[config.mk]
export PLATFORM = sky130hd
export DESIGN_NAME = scan_trigger_input_select
export DESIGN_NICKNAME = d
export VERILOG_FILES = /design/src/rtl/scan_trigger_pkg.sv /design/src/rtl/pin_sync_if.sv /design/src/rtl/pin_sync_bank.sv /design/src/rtl/scan_trigger_input_select.sv
export SDC_FILE = /design/constraint.sdc
export NUM_CORES = 1
export LEC_CHECK = 0
export BUFFER_PORTS_ARGS = -buffer_cell sky130_fd_sc_hd__buf_2
export CAP_MARGIN = 20
export CORE_ASPECT_RATIO = 1.75
export CORE_MARGIN = 5
export CORE_UTILIZATION = 50
export DETAILED_ROUTE_END_ITERATION = 10
export GPL_ROUTABILITY_DRIVEN = 0
export PLACE_DENSITY = 0.69
export SLEW_MARGIN = 20
export SYNTH_ARGS = -nofsm -noshare
export SYNTH_HDL_FRONTEND = slang
export SYNTH_SLANG_ARGS = --single-unit
[constraint.sdc]
create_clock -name clk_i -period 5.5 [get_ports clk_i]
set_clock_uncertainty 0.15 [all_clocks]
set_input_delay 0.55 -clock clk_i [delete_from_list [all_inputs] [get_ports clk_i]]
set_output_delay 0.55 -clock clk_i [all_outputs]
set_load 0.03 [all_outputs]
[src/rtl/scan_trigger_pkg.sv]
// constants for the scan trigger input select block
package scan_trigger_pkg;

    // source select encoding
    localparam int         SRC_W                   = 6;
    localparam logic [5:0] SRC_NO_WAIT             = 6'h00;
    localparam logic [5:0] SRC_EXTERNAL            = 6'h01;
    localparam logic [5:0] SRC_HOST_COMMAND        = 6'h02;
    localparam logic [5:0] SRC_BACKPLANE_ZERO      = 6'h03;
    localparam logic [5:0] SRC_BACKPLANE_SEVEN     = 6'h0a;
    localparam logic [5:0] SRC_STAR_LINE           = 6'h0b;
    localparam logic [5:0] SRC_BACK_PANEL          = 6'h0c;
    localparam logic [5:0] SRC_FRONT_PANEL         = 6'h0d;
    localparam logic [5:0] SRC_BACK_UNIT_ONE       = 6'h0e;
    localparam logic [5:0] SRC_BACK_UNIT_TWELVE    = 6'h19;
    localparam logic [5:0] SRC_FRONT_UNIT_ONE      = 6'h1a;
    localparam logic [5:0] SRC_FRONT_UNIT_TWELVE   = 6'h25;

    // pin vector layout (after synchronisation)
    localparam int         BACKPLANE_LINES         = 8;
    localparam int         PANEL_UNITS             = 12;
    localparam int         PIN_W                   = 4 + BACKPLANE_LINES + 2 * PANEL_UNITS;
    localparam int         PIN_EXTERNAL            = 0;
    localparam int         PIN_BACKPLANE_BASE      = 1;
    localparam int         PIN_STAR_LINE           = 9;
    localparam int         PIN_BACK_PANEL          = 10;
    localparam int         PIN_FRONT_PANEL         = 11;
    localparam int         PIN_BACK_UNIT_BASE      = 12;
    localparam int         PIN_FRONT_UNIT_BASE     = 24;
    // pin index of code c (c >= 3) is c minus this
    localparam logic [5:0] PIN_CODE_OFFSET         = 6'h02;

    // edge select encoding
    localparam logic       EDGE_RISING             = 1'b0;
    localparam logic       EDGE_FALLING            = 1'b1;

    // synchroniser reset level
    localparam logic       SYNC_RESET_LEVEL        = 1'b0;

    typedef enum logic [0:0] {
        ST_IDLE    = 1'b0,
        ST_PENDING = 1'b1
    } trig_state_e;

endpackage

[src/rtl/pin_sync_if.sv]
// carrier between pin synchroniser bank and the trigger selector
`timescale 1ns/1ps
`default_nettype none
interface pin_sync_if #(
    parameter int W = 36
);
    logic [W-1:0] raw;
    logic [W-1:0] level;

    modport bank (input raw, output level);
    modport user (output raw, input level);
endinterface
`default_nettype wire

[src/rtl/pin_sync_bank.sv]
// three-stage synchroniser with agreement filter for trigger pins
`timescale 1ns/1ps
`default_nettype none
module pin_sync_bank
    import scan_trigger_pkg::*;
#(
    parameter int W = PIN_W
) (
    // clock and reset
    input  wire logic clk_i,
    input  wire logic nrst_i,
    // pins in, filtered levels out
    pin_sync_if.bank  pins
);

    logic [W-1:0] stage1;
    logic [W-1:0] stage2;
    logic [W-1:0] stage3;
    logic [W-1:0] level;

    // first stage feeds only the second
    always_ff @(posedge clk_i or negedge nrst_i) begin
        if (!nrst_i) begin
            stage1 <= {W{SYNC_RESET_LEVEL}};
            stage2 <= {W{SYNC_RESET_LEVEL}};
            stage3 <= {W{SYNC_RESET_LEVEL}};
        end else begin
            stage1 <= pins.raw;
            stage2 <= stage1;
            stage3 <= stage2;
        end
    end

    // a change counts once stages two and three agree
    always_ff @(posedge clk_i or negedge nrst_i) begin
        if (!nrst_i) begin
            level <= {W{SYNC_RESET_LEVEL}};
        end else begin
            for (int i = 0; i < W; i++) begin
                if (stage2[i] == stage3[i]) begin
                    level[i] <= stage3[i];
                end
            end
        end
    end

    assign pins.level = level;

endmodule
`default_nettype wire

[src/rtl/scan_trigger_input_select.sv]
// trigger input gate of the scan sequencer
//
// Summary of operation
// With the no-wait source selected, a waiting scan entry is released at once without any trigger.
// With the external source selected, the scan list holds until an edge arrives on the external input.
// With the host command source selected, the scan list holds until the host issues its trigger command.
// Eight backplane line sources, zero to seven, each hold the scan list until an edge on that line.
// With the star line source selected, the scan list holds until an edge on the star trigger line.
// Back panel and front panel connector sources each hold the scan list until an edge on that connector.
// Twelve back panel and twelve front panel unit sources each hold until an edge from that unit.
// The edge select chooses whether a rising or a falling edge of the selected input is a trigger.
// Each recognised edge on the selected source releases at most one entry; other sources are ignored.
`timescale 1ns/1ps
`default_nettype none
module scan_trigger_input_select
    import scan_trigger_pkg::*;
#(
    parameter int UNITS = PANEL_UNITS,
    parameter int LINES = BACKPLANE_LINES
) (
    // clock and reset
    input  wire logic             clk_i,
    input  wire logic             nrst_i,
    // configuration
    input  wire logic [SRC_W-1:0] scan_advance_source_select_i,
    input  wire logic             advance_edge_select_i,
    // trigger pins
    input  wire logic             external_trigger_i,
    input  wire logic [LINES-1:0] backplane_lines_i,
    input  wire logic             star_line_i,
    input  wire logic             back_panel_i,
    input  wire logic             front_panel_i,
    input  wire logic [UNITS-1:0] back_panel_units_i,
    input  wire logic [UNITS-1:0] front_panel_units_i,
    // host command, one-cycle pulse on clk_i
    input  wire logic             host_command_trigger_i,
    // scan sequencer handshake
    input  wire logic             entry_waiting_i,
    output logic                  advance_o,
    // status
    output logic                  trigger_pending_o,
    output logic                  trigger_overrun_o
);

    pin_sync_if #(.W(PIN_W)) pins ();

    assign pins.raw = {front_panel_units_i, back_panel_units_i, front_panel_i,
                       back_panel_i, star_line_i, backplane_lines_i, external_trigger_i};

    pin_sync_bank #(
        .W (PIN_W)
    ) pin_sync_bank_inst (
        .clk_i  (clk_i),
        .nrst_i (nrst_i),
        .pins   (pins)
    );

    // true for sources that watch a pin
    function automatic logic is_pin_source(input logic [SRC_W-1:0] code);
        return (code == SRC_EXTERNAL) ||
               ((code >= SRC_BACKPLANE_ZERO) && (code <= SRC_FRONT_UNIT_TWELVE));
    endfunction

    // pin vector index of a pin source; other codes fall back to a legal index
    function automatic logic [5:0] pin_index(input logic [SRC_W-1:0] code);
        if (code == SRC_EXTERNAL) begin
            return 6'(PIN_EXTERNAL);
        end else if ((code >= SRC_BACKPLANE_ZERO) && (code <= SRC_FRONT_UNIT_TWELVE)) begin
            return code - PIN_CODE_OFFSET;
        end else begin
            return 6'(PIN_EXTERNAL);
        end
    endfunction

    logic [SRC_W-1:0] src;
    logic [SRC_W-1:0] src_q;
    logic             src_stable;
    logic             pin_src;
    logic             sel_level;
    logic             prev_level;
    logic             edge_hit;
    logic             host_hit;
    logic             trig_event;
    logic             consume;
    trig_state_e      state;
    trig_state_e      next_state;

    assign src        = scan_advance_source_select_i;
    assign src_stable = (src == src_q);
    assign pin_src    = is_pin_source(src);
    assign sel_level  = pins.level[pin_index(src)];

    // only the selected pin is looked at
    always_comb begin
        edge_hit = 1'b0;
        if (pin_src && src_stable) begin
            if (advance_edge_select_i == EDGE_RISING) begin
                edge_hit = sel_level && !prev_level;
            end else begin
                edge_hit = !sel_level && prev_level;
            end
        end
    end

    assign host_hit   = (src == SRC_HOST_COMMAND) && host_command_trigger_i;
    assign trig_event = edge_hit || host_hit;

    // previous level re-seeded on source change, so a switch is no edge
    always_ff @(posedge clk_i or negedge nrst_i) begin
        if (!nrst_i) begin
            src_q      <= SRC_NO_WAIT;
            prev_level <= SYNC_RESET_LEVEL;
        end else begin
            src_q      <= src;
            prev_level <= sel_level;
        end
    end

    // release a waiting entry
    always_comb begin
        if (src == SRC_NO_WAIT) begin
            advance_o = entry_waiting_i;
        end else begin
            advance_o = entry_waiting_i && (state == ST_PENDING);
        end
    end

    assign consume = advance_o && (state == ST_PENDING);

    // one stored trigger; a new trigger beats the clear
    always_comb begin
        next_state = state;
        case (state)
            ST_IDLE: begin
                if (trig_event) begin
                    next_state = ST_PENDING;
                end
            end
            ST_PENDING: begin
                if (trig_event) begin
                    next_state = ST_PENDING;
                end else if (consume || !src_stable) begin
                    next_state = ST_IDLE;
                end
            end
            default: begin
                next_state = ST_IDLE;
            end
        endcase
    end

    always_ff @(posedge clk_i or negedge nrst_i) begin
        if (!nrst_i) begin
            state <= ST_IDLE;
        end else begin
            state <= next_state;
        end
    end

    // a trigger that finds one already stored and not taken is lost
    always_ff @(posedge clk_i or negedge nrst_i) begin
        if (!nrst_i) begin
            trigger_overrun_o <= 1'b0;
        end else begin
            trigger_overrun_o <= trig_event && (state == ST_PENDING) && !consume;
        end
    end

    assign trigger_pending_o = (state == ST_PENDING);

    property p_no_wait;
        @(posedge clk_i) disable iff (!nrst_i)
        (src == SRC_NO_WAIT) && entry_waiting_i |-> advance_o;
    endproperty
    a_no_wait: assert property (p_no_wait) else $error("no-wait source did not release entry");

    property p_external_hold;
        @(posedge clk_i) disable iff (!nrst_i)
        (src == SRC_EXTERNAL) && (state == ST_IDLE) |-> !advance_o;
    endproperty
    a_external_hold: assert property (p_external_hold) else $error("external source advanced untriggered");

    property p_host_release;
        @(posedge clk_i) disable iff (!nrst_i)
        ((src == SRC_HOST_COMMAND) && host_command_trigger_i) ##1
        ((src == SRC_HOST_COMMAND) && entry_waiting_i) |-> advance_o;
    endproperty
    a_host_release: assert property (p_host_release) else $error("host command did not release entry");

    property p_backplane_rise;
        @(posedge clk_i) disable iff (!nrst_i)
        (src >= SRC_BACKPLANE_ZERO) && (src <= SRC_BACKPLANE_SEVEN) && src_stable &&
        (advance_edge_select_i == EDGE_RISING) && sel_level && !prev_level |=> trigger_pending_o;
    endproperty
    a_backplane_rise: assert property (p_backplane_rise) else $error("backplane edge not stored");

    property p_star_fall;
        @(posedge clk_i) disable iff (!nrst_i)
        (src == SRC_STAR_LINE) && src_stable && (advance_edge_select_i == EDGE_FALLING) &&
        !sel_level && prev_level |=> trigger_pending_o;
    endproperty
    a_star_fall: assert property (p_star_fall) else $error("star line edge not stored");

    property p_panel_edge;
        @(posedge clk_i) disable iff (!nrst_i)
        ((src == SRC_BACK_PANEL) || (src == SRC_FRONT_PANEL)) && src_stable &&
        (advance_edge_select_i == EDGE_RISING) && $rose(sel_level) |=> trigger_pending_o;
    endproperty
    a_panel_edge: assert property (p_panel_edge) else $error("panel edge not stored");

    property p_unit_edge;
        @(posedge clk_i) disable iff (!nrst_i)
        (src >= SRC_BACK_UNIT_ONE) && (src <= SRC_FRONT_UNIT_TWELVE) && src_stable &&
        (advance_edge_select_i == EDGE_FALLING) && $fell(sel_level) |=> trigger_pending_o;
    endproperty
    a_unit_edge: assert property (p_unit_edge) else $error("panel unit edge not stored");

    property p_wrong_edge;
        @(posedge clk_i) disable iff (!nrst_i)
        pin_src && src_stable && (state == ST_IDLE) && (advance_edge_select_i == EDGE_RISING) &&
        !sel_level && prev_level |=> !trigger_pending_o;
    endproperty
    a_wrong_edge: assert property (p_wrong_edge) else $error("opposite edge taken as trigger");

    property p_one_release;
        @(posedge clk_i) disable iff (!nrst_i)
        advance_o && (src != SRC_NO_WAIT) && !trig_event ##1 (src != SRC_NO_WAIT) |-> !advance_o;
    endproperty
    a_one_release: assert property (p_one_release) else $error("one trigger released two entries");

    property p_ignore_idle;
        @(posedge clk_i) disable iff (!nrst_i)
        (state == ST_IDLE) && pin_src && src_stable && (sel_level == prev_level) |=> !trigger_pending_o;
    endproperty
    a_ignore_idle: assert property (p_ignore_idle) else $error("trigger stored without selected edge");

endmodule
`default_nettype wire

==> impl_metrics.ini <==
[critical_path]
worst_setup_path_start_kind = input port
path_class = input port to flip-flop
worstPathBufferInverterCount = 1
critPathLaunch = scan_advance_source_select_i[5]
timing.rr.start = pin_sync_bank_inst.pins.level[0]
worstReg2RegEnd = trigger_overrun_o
required_ps = 5690
cp_slowest_stage_delay_ps = 610
cp_top_family = simple AND/OR/NAND/NOR gates
cp_max_fo = 23
endpoint = trigger_overrun_o
cpMaxStageDelayCell = mux4_1
cp_data_arrival_time_ps = 3360
ff2ff_setup_slack_ps = 2630
worstPathCellList = buf_2, nor4_4, a221o_1, mux4_1, nand2_1, nand3_1, o311a_1, or4_4, a31oi_1
cp.depth = 9
worstRegToRegCells = 8
worst_setup_path_end_kind = flip-flop

[floorplan]
die_area_um2 = 12500
io_pins = 50
die_x_um = 86.7
die_h_um = 144
floorplan.core_area_um2 = 10200
rows = 49
start_util_pct = 50.6

[logic_synthesis]
synth_edf_count = 0
synth.avg_cell_area_um2 = 16.0
synth_flop_cell = dfrtp_1
synthesis.nets = 370
ys_types = 54
yosys_register_bits = 153
synth_warnings = 0
synth_area_um2 = 5150
async_reset_ff_share_pct = 100
syn_inst = 322
ys_seq_area_share_pct = 74.4

[route]
drt_iter0_drc = 102
first_pass_iters = 4
drtAntennaViolNets = 0
vias = 2732
drt-total-wl_mm = 8.04
vias_per_cell = 5.24
route.detailed.drc = 0
wl_per_cell_um = 15.4

[clock_network]
cts_setup_buffers = 0
htree_levels = 4
cts_made_buffers = 17
insertion_delay_ps = 410
clockBufferDepth = 2
tritoncts = done
cts_resized = 0
hold_buffers = 0
cts.reportedPaths.clkPinSlew_ps = 60
clock-sinks = 153
cts-root-buf = clkbuf_16

[placed_design]
hpwl_mm = 5.40
placed_area_um2 = 5480
port_buffers = 49

[layout]
layout.nets = 429
nFillCells = 804
layout-drive-gt1-share_pct = 24.4
register_area_um2 = 3830
multi_input_area_um2 = 1210
antenna_cells = 0
design_area_um2 = 6120
area_growth_pct = 18.8

[grt]
grt_max_degree = 97
overflow = 0
grtUsageTotal_pct = 14.8
grt_pass1_vias = 2867
grt_first_pass_wirelength_mm = 13.7
antenna_found_initial = 0

[pwr]
combPwrFrac_pct = 5.4
p_switching_mw = 0.574
clkPwrFrac_pct = 47.1
ir_drop_mv = 0.264
intPower_mw = 2.03
switching_share_pct = 22.0
power_leakage_nw = 2.68
p_per_area_nw_per_um2 = 426
power_frac_seq_pct = 47.5

[timing]
setup_violations = 0
tns_ps = 0
hold_violations = 0
period_share_pct = 57.8
slew_headroom_pct = 46.5
fmax_ghz = 0.315
slew_violations = 0
finalCriticalPeriod_ps = 3180
tightest_slew_ps = 803
rsz0062_at_grt = false

[outcome]
status = completed

[min_path]
min_path_type = input port to asynchronous set/reset pin

[flow_run]
cap_violations = 0
[worst min-delay path by stage]
stage | from | end | cells past startpoint
after global routing | front_panel_units_i[0] | pin_sync_bank_inst.stage1[24] | 1
after CTS | backplane_lines_i[1] | pin_sync_bank_inst.stage1[2] | 1
after floorplan | nrst_i | pin_sync_bank_inst.pins.level[0] | 0
after global placement | pin_sync_bank_inst.stage1[13] | pin_sync_bank_inst.stage2[13] | 0
after detailed placement | pin_sync_bank_inst.stage1[18] | pin_sync_bank_inst.stage2[18] | 0
final | nrst_i | pin_sync_bank_inst.stage2[21] | 1
[cell usage after synthesis, drive strengths merged, types with 2 or more instances]
cell    number  area share (%)
dfrtp      153              74
a211oi       2            0.29
o31a         2            0.36
nor3         4            0.58
nor4         4            0.78
maj3        36             7.0
a221oi       2            0.34
nand2       24             1.7
o21a         4            0.58
a221o        2            0.41
nand3        9            0.87
or4          3            0.56
inv          5            0.36
or3          3            0.36
mux4         2             1.0
buf          5             1.1
mux2i        3            0.58
xor2         5            0.85
nor4b        3            0.51
nor2         5            0.36
xnor2        3            0.51
o21ai        6            0.58
or2b         2            0.29
clkbuf       5            0.63
a31oi        2            0.24
a211o        2            0.36
a21oi        2            0.19
o221ai       3            0.51
a311oi       4            0.68
[registers in the layout (all words and copies together) (netlist names)]
register and count:
pin_sync_bank_inst.pins.level 36, pin_sync_bank_inst.stage1 36, pin_sync_bank_inst.stage2 36, pin_sync_bank_inst.stage3 36, prev_level 1, src_q 6
trigger_overrun_o 1, trigger_pending_o 1
[kinds of logic (layout without fill, tap and decap cells)]
logic type | after synthesis | after routing | share of synthesized area (%)
fa+ha+maj | 37 | 37 | 7.24
buf+inv | 15 | 87 | 2.09
compound gates | 40 | 40 | 6.12
simple gates | 63 | 63 | 6.93
xor+xnor | 8 | 8 | 1.36
mux | 6 | 6 | 1.90
flops | 153 | 153 | 74.4
[stage by stage]
step | util (%) | power (mW) | hold slack (ps) | std cells | worst slack, ps
after global routing | 60.1 | 2.71 | 66.7 | 521 | 2090
after detailed placement | 53.8 | 1.40 | 185 | 489 | 1890
after floorplan | - | 1.33 | 104 | 322 | 2320
final | 60.1 | 2.61 | 60.4 | 521 | 2320
after CTS | 60.1 | 2.64 | 66.3 | 521 | 2320
after global placement | 53.8 | 1.39 | 181 | 489 | 1980
[power groups by stage]
stage | logic, mW | registers (mW) | clock network (mW)
floorplan | 0.0916 | 1.24 | 0
global placement | 0.137 | 1.26 | 0
detailed placement | 0.141 | 1.26 | 0
CTS | 0.142 | 1.24 | 1.26
global route | 0.161 | 1.25 | 1.31
finish | 0.141 | 1.24 | 1.23
[final cells by class]
cell class / count / share of cell area (%)
clock buffer: 17 / 6.95
clock inverter: 15 / 3.50
inverter: 5 / 0.307
multi-input combinational: 154 / 19.8
sequential: 153 / 62.6
tap: 127 / 2.60
timing repair buffer: 50 / 4.23
[layer usage]
metal  up-vias  global-route usage (%)  routed length [µm]
met5         -                       0                   0
met3        23                    5.47                 413
li1       1279                       -                   -
met2        86                    24.6                4300
met4         0                    6.49                 212
met1      1344                    17.0                3120
[worst reg2reg max path, stage by stage, from the launching register on]
cell and delay, ps:
dfrtp_1 430, or4_2 550, o31a_1 120, o221ai_1 170
mux2i_1 100, a211oi_1 340, o21ai_0 220, or4_4 550
a31oi_1 160
[cell usage in the layout, fill, tap and decap left out, drive strengths merged, types with 5 or more instances in the layout]
cell	instances
inv	11
xor2	5
buf	50
nand2	24
dfrtp	153
nor2	5
maj3	36
nand3	9
clkbuf	17
o21ai	6
Power figures use the tool's default switching activity.
